File: src/rtl/mcmr_pkg.sv
// Purpose: shared constants and types for the meter command and mode block
// Assumes: 125 MHz core clock, serial link sampled by that clock
// Notes:   every data transfer after a command byte is 16 bits long
package mcmr_pkg;

  // ------------------------------------------------------------------
  // command byte layout
  // ------------------------------------------------------------------
  localparam int unsigned CMD_W      = 8;
  localparam int unsigned ADDR_W     = 6;
  localparam int unsigned DIR_BIT    = 7;
  localparam int unsigned RSV_BIT    = 6;

  typedef struct packed {
    logic              write_dir;
    logic              unused_zero;
    logic [ADDR_W-1:0] target_register_index;
  } mcmr_cmd_t;

  // ------------------------------------------------------------------
  // register map and data transfer
  // ------------------------------------------------------------------
  localparam logic [ADDR_W-1:0] OPCFG_ADDR = 6'h09;
  localparam int unsigned       DATA_W     = 16;
  localparam logic [3:0]        CMD_LAST   = 4'h7;
  localparam logic [3:0]        DATA_LAST  = 4'hf;
  localparam logic [15:0]       OPCFG_RST  = 16'h000c;
  localparam logic [15:0]       ZERO_WORD  = 16'h0000;

  // field positions of the operating configuration register
  localparam int unsigned HPF_BIT    = 0;
  localparam int unsigned LPF_BIT    = 1;
  localparam int unsigned PULSE_BIT  = 2;
  localparam int unsigned DIP_BIT    = 3;
  localparam int unsigned SUSP_BIT   = 4;
  localparam int unsigned TEMP_BIT   = 5;
  localparam int unsigned SOFT_CHIP_RESET_BIT  = 6;
  localparam int unsigned CYC_BIT    = 7;
  localparam int unsigned SWAP_BIT   = 10;
  localparam int unsigned RATE_LSB   = 11;

  typedef struct packed {
    logic [2:0] upper_hold;
    logic [1:0] waveform_rate_select;
    logic       channel_swap;
    logic       ch2_inputs_short;
    logic       ch1_inputs_short;
    logic       line_period_accumulate;
    logic       soft_chip_reset;
    logic       thermal_conversion_start;
    logic       converters_powerdown;
    logic       dip_detect_off;
    logic       pulse_output_off;
    logic       power_lowpass_bypass;
    logic       current_highpass_bypass;
  } mcmr_mode_t;

  // ------------------------------------------------------------------
  // timing
  // ------------------------------------------------------------------
  localparam int unsigned CLK_PERIOD_NS = 8;
  localparam int unsigned SOFT_CHIP_RESET_HOLD_NS = 18000;
  localparam int unsigned HOLD_CYC =
    (SOFT_CHIP_RESET_HOLD_NS + CLK_PERIOD_NS - 1) / CLK_PERIOD_NS;
  localparam int unsigned HOLD_W = 12;
  localparam logic [HOLD_W-1:0] HOLD_LOAD = 12'(HOLD_CYC - 1);
  localparam int unsigned DIV_W = 10;
  localparam logic [DIV_W-1:0] RATE_BASE_MASK = 10'h07f;

endpackage

File: src/rtl/mcmr_top.sv
// Purpose: command byte decoder and operating configuration register
// Assumes: host frames each transaction with link_cs_n low; data sampled
//          on the falling link clock edge, driven after the rising one
// Notes:   link pins pass two flip-flops before any logic looks at them
`timescale 1ns/1ps
`default_nettype none
module mcmr_top (
  // clock and reset
  input  wire logic                 core_clk,
  input  wire logic                 sys_rst,
  // serial link from host
  input  wire logic                 link_sclk,
  input  wire logic                 link_din,
  input  wire logic                 link_cs_n,
  output var  logic                 link_dout,
  output var  logic                 link_dout_oe,
  // configuration outputs
  output var  mcmr_pkg::mcmr_mode_t mode_cfg,
  output var  logic                 soft_reset_pulse,
  output var  logic                 link_holdoff,
  output var  logic                 waveform_update_stb,
  // thermal sensor handshake
  input  wire logic                 thermal_conv_done
);
  import mcmr_pkg::*;

  typedef enum logic [1:0] {ST_CMD, ST_DATA, ST_HOLD} mcmr_state_t;

  // ------------------------------------------------------------------
  // link synchronisers
  // ------------------------------------------------------------------
  logic [2:0] sclk_sync_r;
  logic [1:0] din_sync_r;
  logic [1:0] cs_sync_r;

  always_ff @(posedge core_clk)
  begin
    if (sys_rst)
    begin
      sclk_sync_r <= 3'h0;
      din_sync_r  <= 2'h0;
      cs_sync_r   <= 2'h3;
    end
    else
    begin
      sclk_sync_r <= {sclk_sync_r[1:0], link_sclk};
      din_sync_r  <= {din_sync_r[0], link_din};
      cs_sync_r   <= {cs_sync_r[0], link_cs_n};
    end
  end

  wire logic sclk_fall = sclk_sync_r[2] & ~sclk_sync_r[1];
  wire logic sclk_rise = ~sclk_sync_r[2] & sclk_sync_r[1];
  wire logic din_s     = din_sync_r[1];
  wire logic cs_idle   = cs_sync_r[1];

  // ------------------------------------------------------------------
  // transfer state
  // ------------------------------------------------------------------
  mcmr_state_t        state_r;
  mcmr_state_t        state_nxt;
  logic [3:0]         bit_cnt_r;
  logic [DATA_W-1:0]  shift_r;
  logic [DATA_W-1:0]  tx_r;
  mcmr_cmd_t          cmd_r;
  logic [HOLD_W-1:0]  hold_cnt_r;
  mcmr_mode_t         mode_r;
  mcmr_mode_t         mode_nxt;
  logic [DIV_W-1:0]   div_cnt_r;

  wire mcmr_cmd_t   cmd_next  = mcmr_cmd_t'({shift_r[CMD_W-2:0], din_s});
  wire logic [15:0] data_next = {shift_r[DATA_W-2:0], din_s};
  wire logic in_cmd  = (state_r == ST_CMD) & ~cs_idle;
  wire logic in_data = (state_r == ST_DATA) & ~cs_idle;
  wire logic cmd_done  = in_cmd & sclk_fall & (bit_cnt_r == CMD_LAST);
  wire logic data_done = in_data & sclk_fall & (bit_cnt_r == DATA_LAST);
  wire logic cfg_hit   = cmd_r.target_register_index == OPCFG_ADDR;
  wire logic cfg_write = data_done & cmd_r.write_dir & cfg_hit;
  wire logic soft_chip_reset_fire = cfg_write & data_next[SOFT_CHIP_RESET_BIT];
  wire logic [DATA_W-1:0] read_word =
    (cmd_next.target_register_index == OPCFG_ADDR) ? mode_r : ZERO_WORD;
  wire logic hold_end = (state_r == ST_HOLD) & (hold_cnt_r == '0);

  // ------------------------------------------------------------------
  // state machine
  // ------------------------------------------------------------------
  always_comb
  begin
    state_nxt = state_r;
    case (state_r)
      ST_CMD:
      begin
        if (cmd_done)
          state_nxt = ST_DATA;
      end
      ST_DATA:
      begin
        if (cs_idle | data_done)
          state_nxt = ST_CMD;
      end
      ST_HOLD:
      begin
        if (hold_end)
          state_nxt = ST_CMD;
      end
      default:
        state_nxt = ST_CMD;
    endcase
    if (soft_chip_reset_fire)
      state_nxt = ST_HOLD;
  end

  always_ff @(posedge core_clk)
  begin
    if (sys_rst)
      state_r <= ST_CMD;
    else
      state_r <= state_nxt;
  end

  // bit counter restarts whenever the frame drops, so a torn frame
  // never leaves the decoder mid-byte
  always_ff @(posedge core_clk)
  begin
    if (sys_rst | cs_idle | cmd_done | data_done | state_r == ST_HOLD)
      bit_cnt_r <= 4'h0;
    else if (sclk_fall)
      bit_cnt_r <= bit_cnt_r + 4'h1;
  end

  always_ff @(posedge core_clk)
  begin
    if (sys_rst)
      shift_r <= ZERO_WORD;
    else if (sclk_fall & (in_cmd | in_data))
      shift_r <= data_next;
  end

  // command is latched only, never offered back on the link
  always_ff @(posedge core_clk)
  begin
    if (sys_rst)
      cmd_r <= mcmr_cmd_t'(8'h00);
    else if (cmd_done)
      cmd_r <= cmd_next;
  end

  always_ff @(posedge core_clk)
  begin
    if (sys_rst | soft_chip_reset_fire)
      hold_cnt_r <= HOLD_LOAD;
    else if (state_r == ST_HOLD & ~hold_end)
      hold_cnt_r <= hold_cnt_r - 12'h001;
  end

  // ------------------------------------------------------------------
  // read path
  // ------------------------------------------------------------------
  always_ff @(posedge core_clk)
  begin
    if (sys_rst)
      tx_r <= ZERO_WORD;
    else if (cmd_done)
      tx_r <= read_word;
    else if (in_data & sclk_rise)
      tx_r <= {tx_r[DATA_W-2:0], 1'b0};
  end

  always_ff @(posedge core_clk)
  begin
    // the last read bit must not linger into the next command byte
    if (sys_rst | ~in_data | data_done | cmd_r.write_dir)
      link_dout <= 1'b0;
    else if (sclk_rise)
      link_dout <= tx_r[DATA_W-1];
  end

  always_ff @(posedge core_clk)
  begin
    if (sys_rst)
      link_dout_oe <= 1'b0;
    else
      link_dout_oe <= in_data & ~cmd_r.write_dir & ~data_done;
  end

  // ------------------------------------------------------------------
  // operating configuration register
  // ------------------------------------------------------------------
  // a host write landing with the conversion-done pulse wins, so a
  // fresh start request is never swallowed
  always_comb
  begin
    mode_nxt = mode_r;
    if (thermal_conv_done)
      mode_nxt.thermal_conversion_start = 1'b0;
    if (cfg_write)
      mode_nxt = mcmr_mode_t'(data_next);
    if (soft_chip_reset_fire)
      mode_nxt = mcmr_mode_t'(OPCFG_RST);
  end

  always_ff @(posedge core_clk)
  begin
    if (sys_rst)
      mode_r <= mcmr_mode_t'(OPCFG_RST);
    else
      mode_r <= mode_nxt;
  end

  always_ff @(posedge core_clk)
  begin
    if (sys_rst)
      mode_cfg <= mcmr_mode_t'(OPCFG_RST);
    else
      mode_cfg <= mode_r;
  end

  always_ff @(posedge core_clk)
  begin
    if (sys_rst)
    begin
      soft_reset_pulse <= 1'b0;
      link_holdoff     <= 1'b0;
    end
    else
    begin
      soft_reset_pulse <= soft_chip_reset_fire;
      link_holdoff     <= state_nxt == ST_HOLD;
    end
  end

  // ------------------------------------------------------------------
  // waveform update divider
  // ------------------------------------------------------------------
  wire logic [DIV_W-1:0] rate_mask =
    DIV_W'({RATE_BASE_MASK, 3'h7} >> (2'h3 - mode_r.waveform_rate_select));
  wire logic rate_hit = (div_cnt_r & rate_mask) == rate_mask;

  always_ff @(posedge core_clk)
  begin
    if (sys_rst)
    begin
      div_cnt_r           <= '0;
      waveform_update_stb <= 1'b0;
    end
    else
    begin
      div_cnt_r           <= div_cnt_r + 10'h001;
      waveform_update_stb <= rate_hit;
    end
  end
endmodule
`default_nettype wire

File: config.mk
export PLATFORM = sky130hd
export DESIGN_NAME = mcmr_top
export DESIGN_NICKNAME = d
export VERILOG_FILES = /design/src/rtl/mcmr_pkg.sv /design/src/rtl/mcmr_top.sv
export SDC_FILE = /design/constraint.sdc
export NUM_CORES = 1
export LEC_CHECK = 0
export BUFFER_PORTS_ARGS = -buffer_cell sky130_fd_sc_hd__buf_4
export CORE_UTILIZATION = 35
export DETAILED_ROUTE_END_ITERATION = 12
export PLACE_DENSITY = 0.63
export SLEW_MARGIN = 10
export SYNTH_ARGS = -nofsm -noshare
export SYNTH_HDL_FRONTEND = slang
export SYNTH_SLANG_ARGS = --single-unit
File: constraint.sdc
create_clock -name core_clk -period 2.3 [get_ports core_clk]
set_clock_uncertainty 0.1 [all_clocks]
set_input_delay 0.23 -clock core_clk [delete_from_list [all_inputs] [get_ports core_clk]]
set_output_delay 0.23 -clock core_clk [all_outputs]
set_load 0.05 [all_outputs]
== Yosys cells after proc, flatten, opt, wreduce, memory -nomap -nowiden ==
Index checks and enable logic that the tools add are counted.

* Register bits after elaboration: 110
* Output and inout bits: 21
* Input bits: 6

* Shift operators: 1
* Reductions and logical operators: 5
* Eq/ne operators: 8
* Muxes and demuxes: 10
* Add/subtract/negate cells: 4
* Bitwise operators: 35

{| class="wikitable"
|+ Operator list
! cell !! count
|-
| two-way mux 16 bit || 3
|-
| bitwise AND 1 bit || 17
|-
| equality test 6 x 4 -> 1 bit (second input constant) || 2
|-
| zero test 12 bit || 1
|-
| subtractor 12 x 1 -> 12 bit (second input constant) || 1
|-
| adder 10 x 1 -> 10 bit (second input constant) || 1
|-
| bitwise AND 10 bit || 1
|-
| equality test 10 bit || 1
|-
| bitwise OR 1 bit || 10
|-
| >> shifter 10 x 2 -> 10 bit (first input constant) || 1
|-
| two-way mux 2 bit || 4
|-
| inverter 1 bit || 7
|-
| two-way mux 6 bit || 1
|-
| case mux 2 bit (3 select lines) || 1
|-
| adder 4 x 1 -> 4 bit (second input constant) || 1
|-
| equality test 2 bit (second input constant) || 2
|-
| equality test 4 x 3 -> 1 bit (second input constant) || 1
|-
| equality test 4 bit (second input constant) || 1
|-
| nonzero test 2 bit || 2
|-
| equality test 2 x 1 -> 1 bit (second input constant) || 1
|-
| zero test 2 bit || 1
|-
| OR reduction 2 bit || 1
|-
| subtractor 2 bit (first input constant) || 1
|-
| two-way mux 1 bit || 1
|}

== Logic depth before layout (Yosys ltp) ==
* Depth in word-level cells: 9
* Gate-level depth with buffers: 7
* Gate-level depth less buffers: 6

== Least setup slack after synthesis ==
Ideal clock, no wire load.

* Kind: register -> register
* Start point: register bit_cnt_r[0]
* End point: register tx_r[6]
* Setup slack: 0.133 ns
* Clock period less this slack: 2.167 ns
* Stages on the path, launching flop included: 8
* Data required time: 2.068 ns
* Buffers on the path: 2
* Arrival time: 1.935 ns
* Cells stage by stage: dfxtp_1 > ha_1 > or4bb_1 > or2_1 > buf_2 > buf_6 > a221oi_1 > nor3_1

* Longest elaborated chain between the ends: 3
* Elaborated cells between the ends (all ways): 4
* Those cells by class: eq/ne: 1; mux: 1; bitwise: 1; reduce/logical: 1

{| class="wikitable"
|+ Ends and longest elaborated chain
! element !! RTL line !! RTL
|-
| start: declaration || mcmr_top.sv:62 || <nowiki>logic [3:0] bit_cnt_r;</nowiki>
|-
| start signal: assignment || mcmr_top.sv:128 || <nowiki>bit_cnt_r <= bit_cnt_r + 4'h1;</nowiki>
|-
| equality test 4 x 3 -> 1 bit (*) || mcmr_top.sv:75 || <nowiki>wire logic cmd_done = in_cmd & sclk_fall & (bit_cnt_r == CMD_LAST);</nowiki>
|-
| bitwise AND 1 bit (*) || mcmr_top.sv:75 ||
|-
| two-way mux 16 bit / nonzero test 2 bit (equally long branches) || -- ||
|-
| end signal: assignment || mcmr_top.sv:164 || <nowiki>tx_r <= read_word;</nowiki>
|-
| end signal: assignment || mcmr_top.sv:166 || <nowiki>tx_r <= {tx_r[DATA_W-2:0], 1'b0};</nowiki>
|-
| end: declaration || mcmr_top.sv:64 || <nowiki>logic [DATA_W-1:0] tx_r;</nowiki>
|}

Mark *: on every way between the ends. The rest lies on a longest branch, timed or not.
A chain may end at the register's enable or synchronous reset.

== Worst setup path in the final report ==
* Start point: register hold_cnt_r[2]
* End point: register hold_cnt_r[9]

* Longest elaborated chain between the ends: 4
* Elaborated cells between the ends (all ways): 5
* Those cells by class: add/sub: 1; bitwise: 3; reduce/logical: 1

{| class="wikitable"
|+ Ends and longest elaborated chain
! element !! RTL line !! RTL
|-
| start: declaration || mcmr_top.sv:66 || <nowiki>logic [HOLD_W-1:0] hold_cnt_r;</nowiki>
|-
| start signal: assignment || mcmr_top.sv:153 || <nowiki>hold_cnt_r <= hold_cnt_r - 12'h001;</nowiki>
|-
| parallel branches: the longest is 4 deep, another holds subtractor 12 x 1 -> 12 bit || -- ||
|}

Parallel ways; which one is timed is not known.

==> impl_metrics.env <==
export IMPL_outcome="finished with violations"
export IMPL_powerDensity_nw_per_um2=725
export IMPL_dpl_hpwl_microns=5790
export IMPL_yosysSeqAreaShare=0.529
export IMPL_synth_avg_cell_area_sq_um=9.26
export IMPL_drt_iter0_drc=223
export IMPL_maxCapViolCount=0
export IMPL_die_w_microns=111
export IMPL_initial_core_util=0.362
export IMPL_ir_worst_vdd_uv=321
export IMPL_cts_sinks=110
export IMPL_gr_usage_all_layers=0.146
export IMPL_maxSlewHeadroom=0.518
export IMPL_synth_compound_area_frac=0.142
export IMPL_synth_simple_gate_area_share=0.240
export IMPL_synth_distinct_cells=50
export IMPL_worstPathRequired_ps=2470
export IMPL_worstPathMaxFanout=9
export IMPL_detail_route_antenna_nets=0
export IMPL_ys_ff_latch=110
export IMPL_synthTopCellsByArea="dfxtp_1 (53%), a21oi_1 (4.8%), nor2b_1 (3.6%)"
export IMPL_numPortBuffers=26
export IMPL_dr_pass1_iters=8
export IMPL_intPower_w=0.00282
export IMPL_clockPowerShare=0.444
export IMPL_synthesis_instances=450
export IMPL_place_congestion=0.802
export IMPL_async_flop_share=0
export IMPL_clock_root_buffer="clkbuf_16"
export IMPL_syn_area_sq_um=4170
export IMPL_fp_dieH_microns=111
export IMPL_rows=39
export IMPL_clock_fmax_mhz=464
export IMPL_synth_top_area_cell="dfxtp_1"
export IMPL_num_io_pins=27
export IMPL_hp_class="primary input to flip-flop"
export IMPL_final_util=0.428
export IMPL_final_cell_mix="dfxtp_1 (109), buf_4 (43), a21oi_1 (40), nor2_1 (36), nand2_1 (36)"
export IMPL_worst_slew_pin_slew_ps=720
export IMPL_wl_per_cell_microns=14.0
export IMPL_muxShareOfSynthArea=0.0216
export IMPL_finalPower_w=0.00357
export IMPL_pwr_share_comb=0.018
export IMPL_synth_adder_area_share=0.0120
export IMPL_syn_num_nets=460
export IMPL_drc_errors=6
export IMPL_final_max_slew_violation_count=0
export IMPL_final_hold_viol_count=0
export IMPL_setup_violations=0
export IMPL_rsz0062_at_grt="no"
export IMPL_wl_microns=8760
export IMPL_coreArea_sq_um=11500
export IMPL_ff2ff_setup_slack_ps=140
export IMPL_htreeDepth=3
export IMPL_cp_start_kind="flip-flop"
export IMPL_final_period_utilization=0.938
export IMPL_cp_arrival_ps=2330
export IMPL_yosysTopAreaCellShare=0.529
export IMPL_drive_gt1_frac=0.155
export IMPL_syn2layout_area_growth_pct=18.2
export IMPL_grt_pass1_vias=3115
export IMPL_cts_buffers=9
export IMPL_grt_max_degree=48
export IMPL_fin_crit_ps=2160
export IMPL_synthXorXnorAreaFrac=0.0168
export IMPL_fill_cells=1121
export IMPL_violations="DRC"
export IMPL_switching_power_w=0.000750
export IMPL_ff2ff_path_depth=4
export IMPL_nets=489
export IMPL_synth_ff_type="dfxtp_1"
export IMPL_clock_latency_ps=340
export IMPL_layout_commonest_cell="dfxtp_1"
export IMPL_via_per_inst=5.25
export IMPL_swShare=0.210
export IMPL_cp_end_kind="flip-flop"
export IMPL_grt_pass1_wl_microns=14600
export IMPL_power_frac_seq=0.538
export IMPL_yosysWarnings=0
export IMPL_synth_edf_count=0
export IMPL_antenna_found_initial=0
export IMPL_die_area_sq_um=12300
export IMPL_clk_pin_slew_ps=70
export IMPL_gr_total_overflow=0
export IMPL_diodes=0
export IMPL_vias=3289
export IMPL_p_leak_nw=1.79
export IMPL_clk_path_buf_depth=2
export IMPL_setup_worst_path_class="flip-flop to flip-flop"
export IMPL_cts_tree="done"
export IMPL_synth_top_family_by_area="simple AND/OR/NAND/NOR gates"
export IMPL_whs_path_depth=2
==> flip-flops by register name, summed over array words and instances, names as in the netlist <==
| signal | cells |
|---|---|
| cs_sync_r | 2 |
| waveform_update_stb | 1 |
| bit_cnt_r | 4 |
| din_sync_r | 2 |
| shift_r | 15 |
| cmd_r | 7 |
| sclk_sync_r | 3 |
| link_dout | 1 |
| div_cnt_r | 10 |
| state_r | 2 |
| tx_r | 16 |
| link_holdoff | 1 |
| link_dout_oe | 1 |
| mode_r | 16 |
| soft_reset_pulse | 1 |
| hold_cnt_r | 12 |
| mode_cfg | 16 |
==> final cells by class <==
class / count / area (sq um) / share of cell area
clock buffer: 10 / 239 / 0.0485
clock inverter: 5 / 63.8 / 0.0130
inverter: 4 / 15.0 / 0.00305
multi-input combinational: 306 / 1820 / 0.369
sequential: 110 / 2200 / 0.447
tap: 143 / 179 / 0.0363
timing repair buffer: 48 / 408 / 0.0828
==> power groups by stage <==
stage	logic (W)	clock network, W	registers (W)
detailed placement	0.0000633	0	0.00196
global route	0.0000721	0.00168	0.00192
CTS	0.0000663	0.00162	0.00192
finish	0.0000650	0.00158	0.00192
floorplan	0.0000419	0	0.00196
global placement	0.0000615	0	0.00196
==> worst max-delay path: stages, from the launching register on <==
cell and delay, ps:
dfxtp_1 360, nor4_1 550, o211ai_1 390, or4_1 550
a21oi_1 150
==> cell usage after synthesis, types with 2 or more instances <==
cell type	n
dfxtp_1	110
a21oi_1	40
nand2_1	36
nor2_1	36
nand3_1	27
o21ai_0	25
nor2b_1	24
nor3_1	21
clkbuf_1	20
a221oi_1	13
or3_1	12
mux2i_1	9
buf_6	4
ha_1	4
inv_1	4
nand4_1	4
or2_2	4
or4_1	4
xnor2_1	4
xor2_1	4
buf_2	3
nand2b_1	3
nor3b_1	3
o211ai_1	3
o31ai_1	3
a221oi_2	2
and2_1	2
and4_1	2
buf_1	2
nor4_1	2
==> kinds of logic after synthesis <==
kind of cell | Yosys count
mux | 9
simple gates | 190
xor+xnor | 8
compound gates | 95
flops | 110
fa+ha+maj | 4
buf+inv | 34
==> through the flow <==
stage / hold WS [ps] / setup TNS (ps) / instance area [sq um] / cells / setup slack, ps
6_report: 11.6 / 0 / 4920 / 626 / 143
5_1_grt: 13.3 / 0 / 4920 / 626 / 8.07
4_1_cts: 13.6 / 0 / 4870 / 624 / 27.9
3_5_place_dp: 298 / -261 / 4550 / 607 / -32.3
3_3_place_gp: 293 / 0 / 4550 / 607 / 33.3
2_1_floorplan: 234 / 0 / 4170 / 450 / 133
==> path summary, 6_finish.rpt <==
check                        to          start
setup / recovery  hold_cnt_r[9]  hold_cnt_r[2]
hold / removal    din_sync_r[0]       link_din
setup reg to reg  hold_cnt_r[9]  hold_cnt_r[2]
hold reg to reg    cs_sync_r[1]   cs_sync_r[0]
==> metal layers <==
metal / routed length (microns) / GRT usage / vias up / share of wire
li1: - / - / 1659 / -
met1: 4330 / 0.187 / 1564 / 0.49
met2: 3990 / 0.237 / 53 / 0.46
met3: 266 / 0.0235 / 13 / 0.030
met4: 171 / 0.0757 / 0 / 0.020
met5: 0 / 0 / - / 0
==> what timing repair did <==
| action | 4_1_cts | 5_1_grt |
|---|---|---|
| cloned | 0 | 1 |
| setup buffers | 0 | 1 |
| endpoints found under the setup margin | 16 | 25 |
| gates resized for setup | 1 | 5 |
| pin swaps | 0 | 3 |
| endpoints found under the hold margin | 2 | 0 |
| hold buffers | 2 | 0 |
Power figures use the tool's default switching activity.
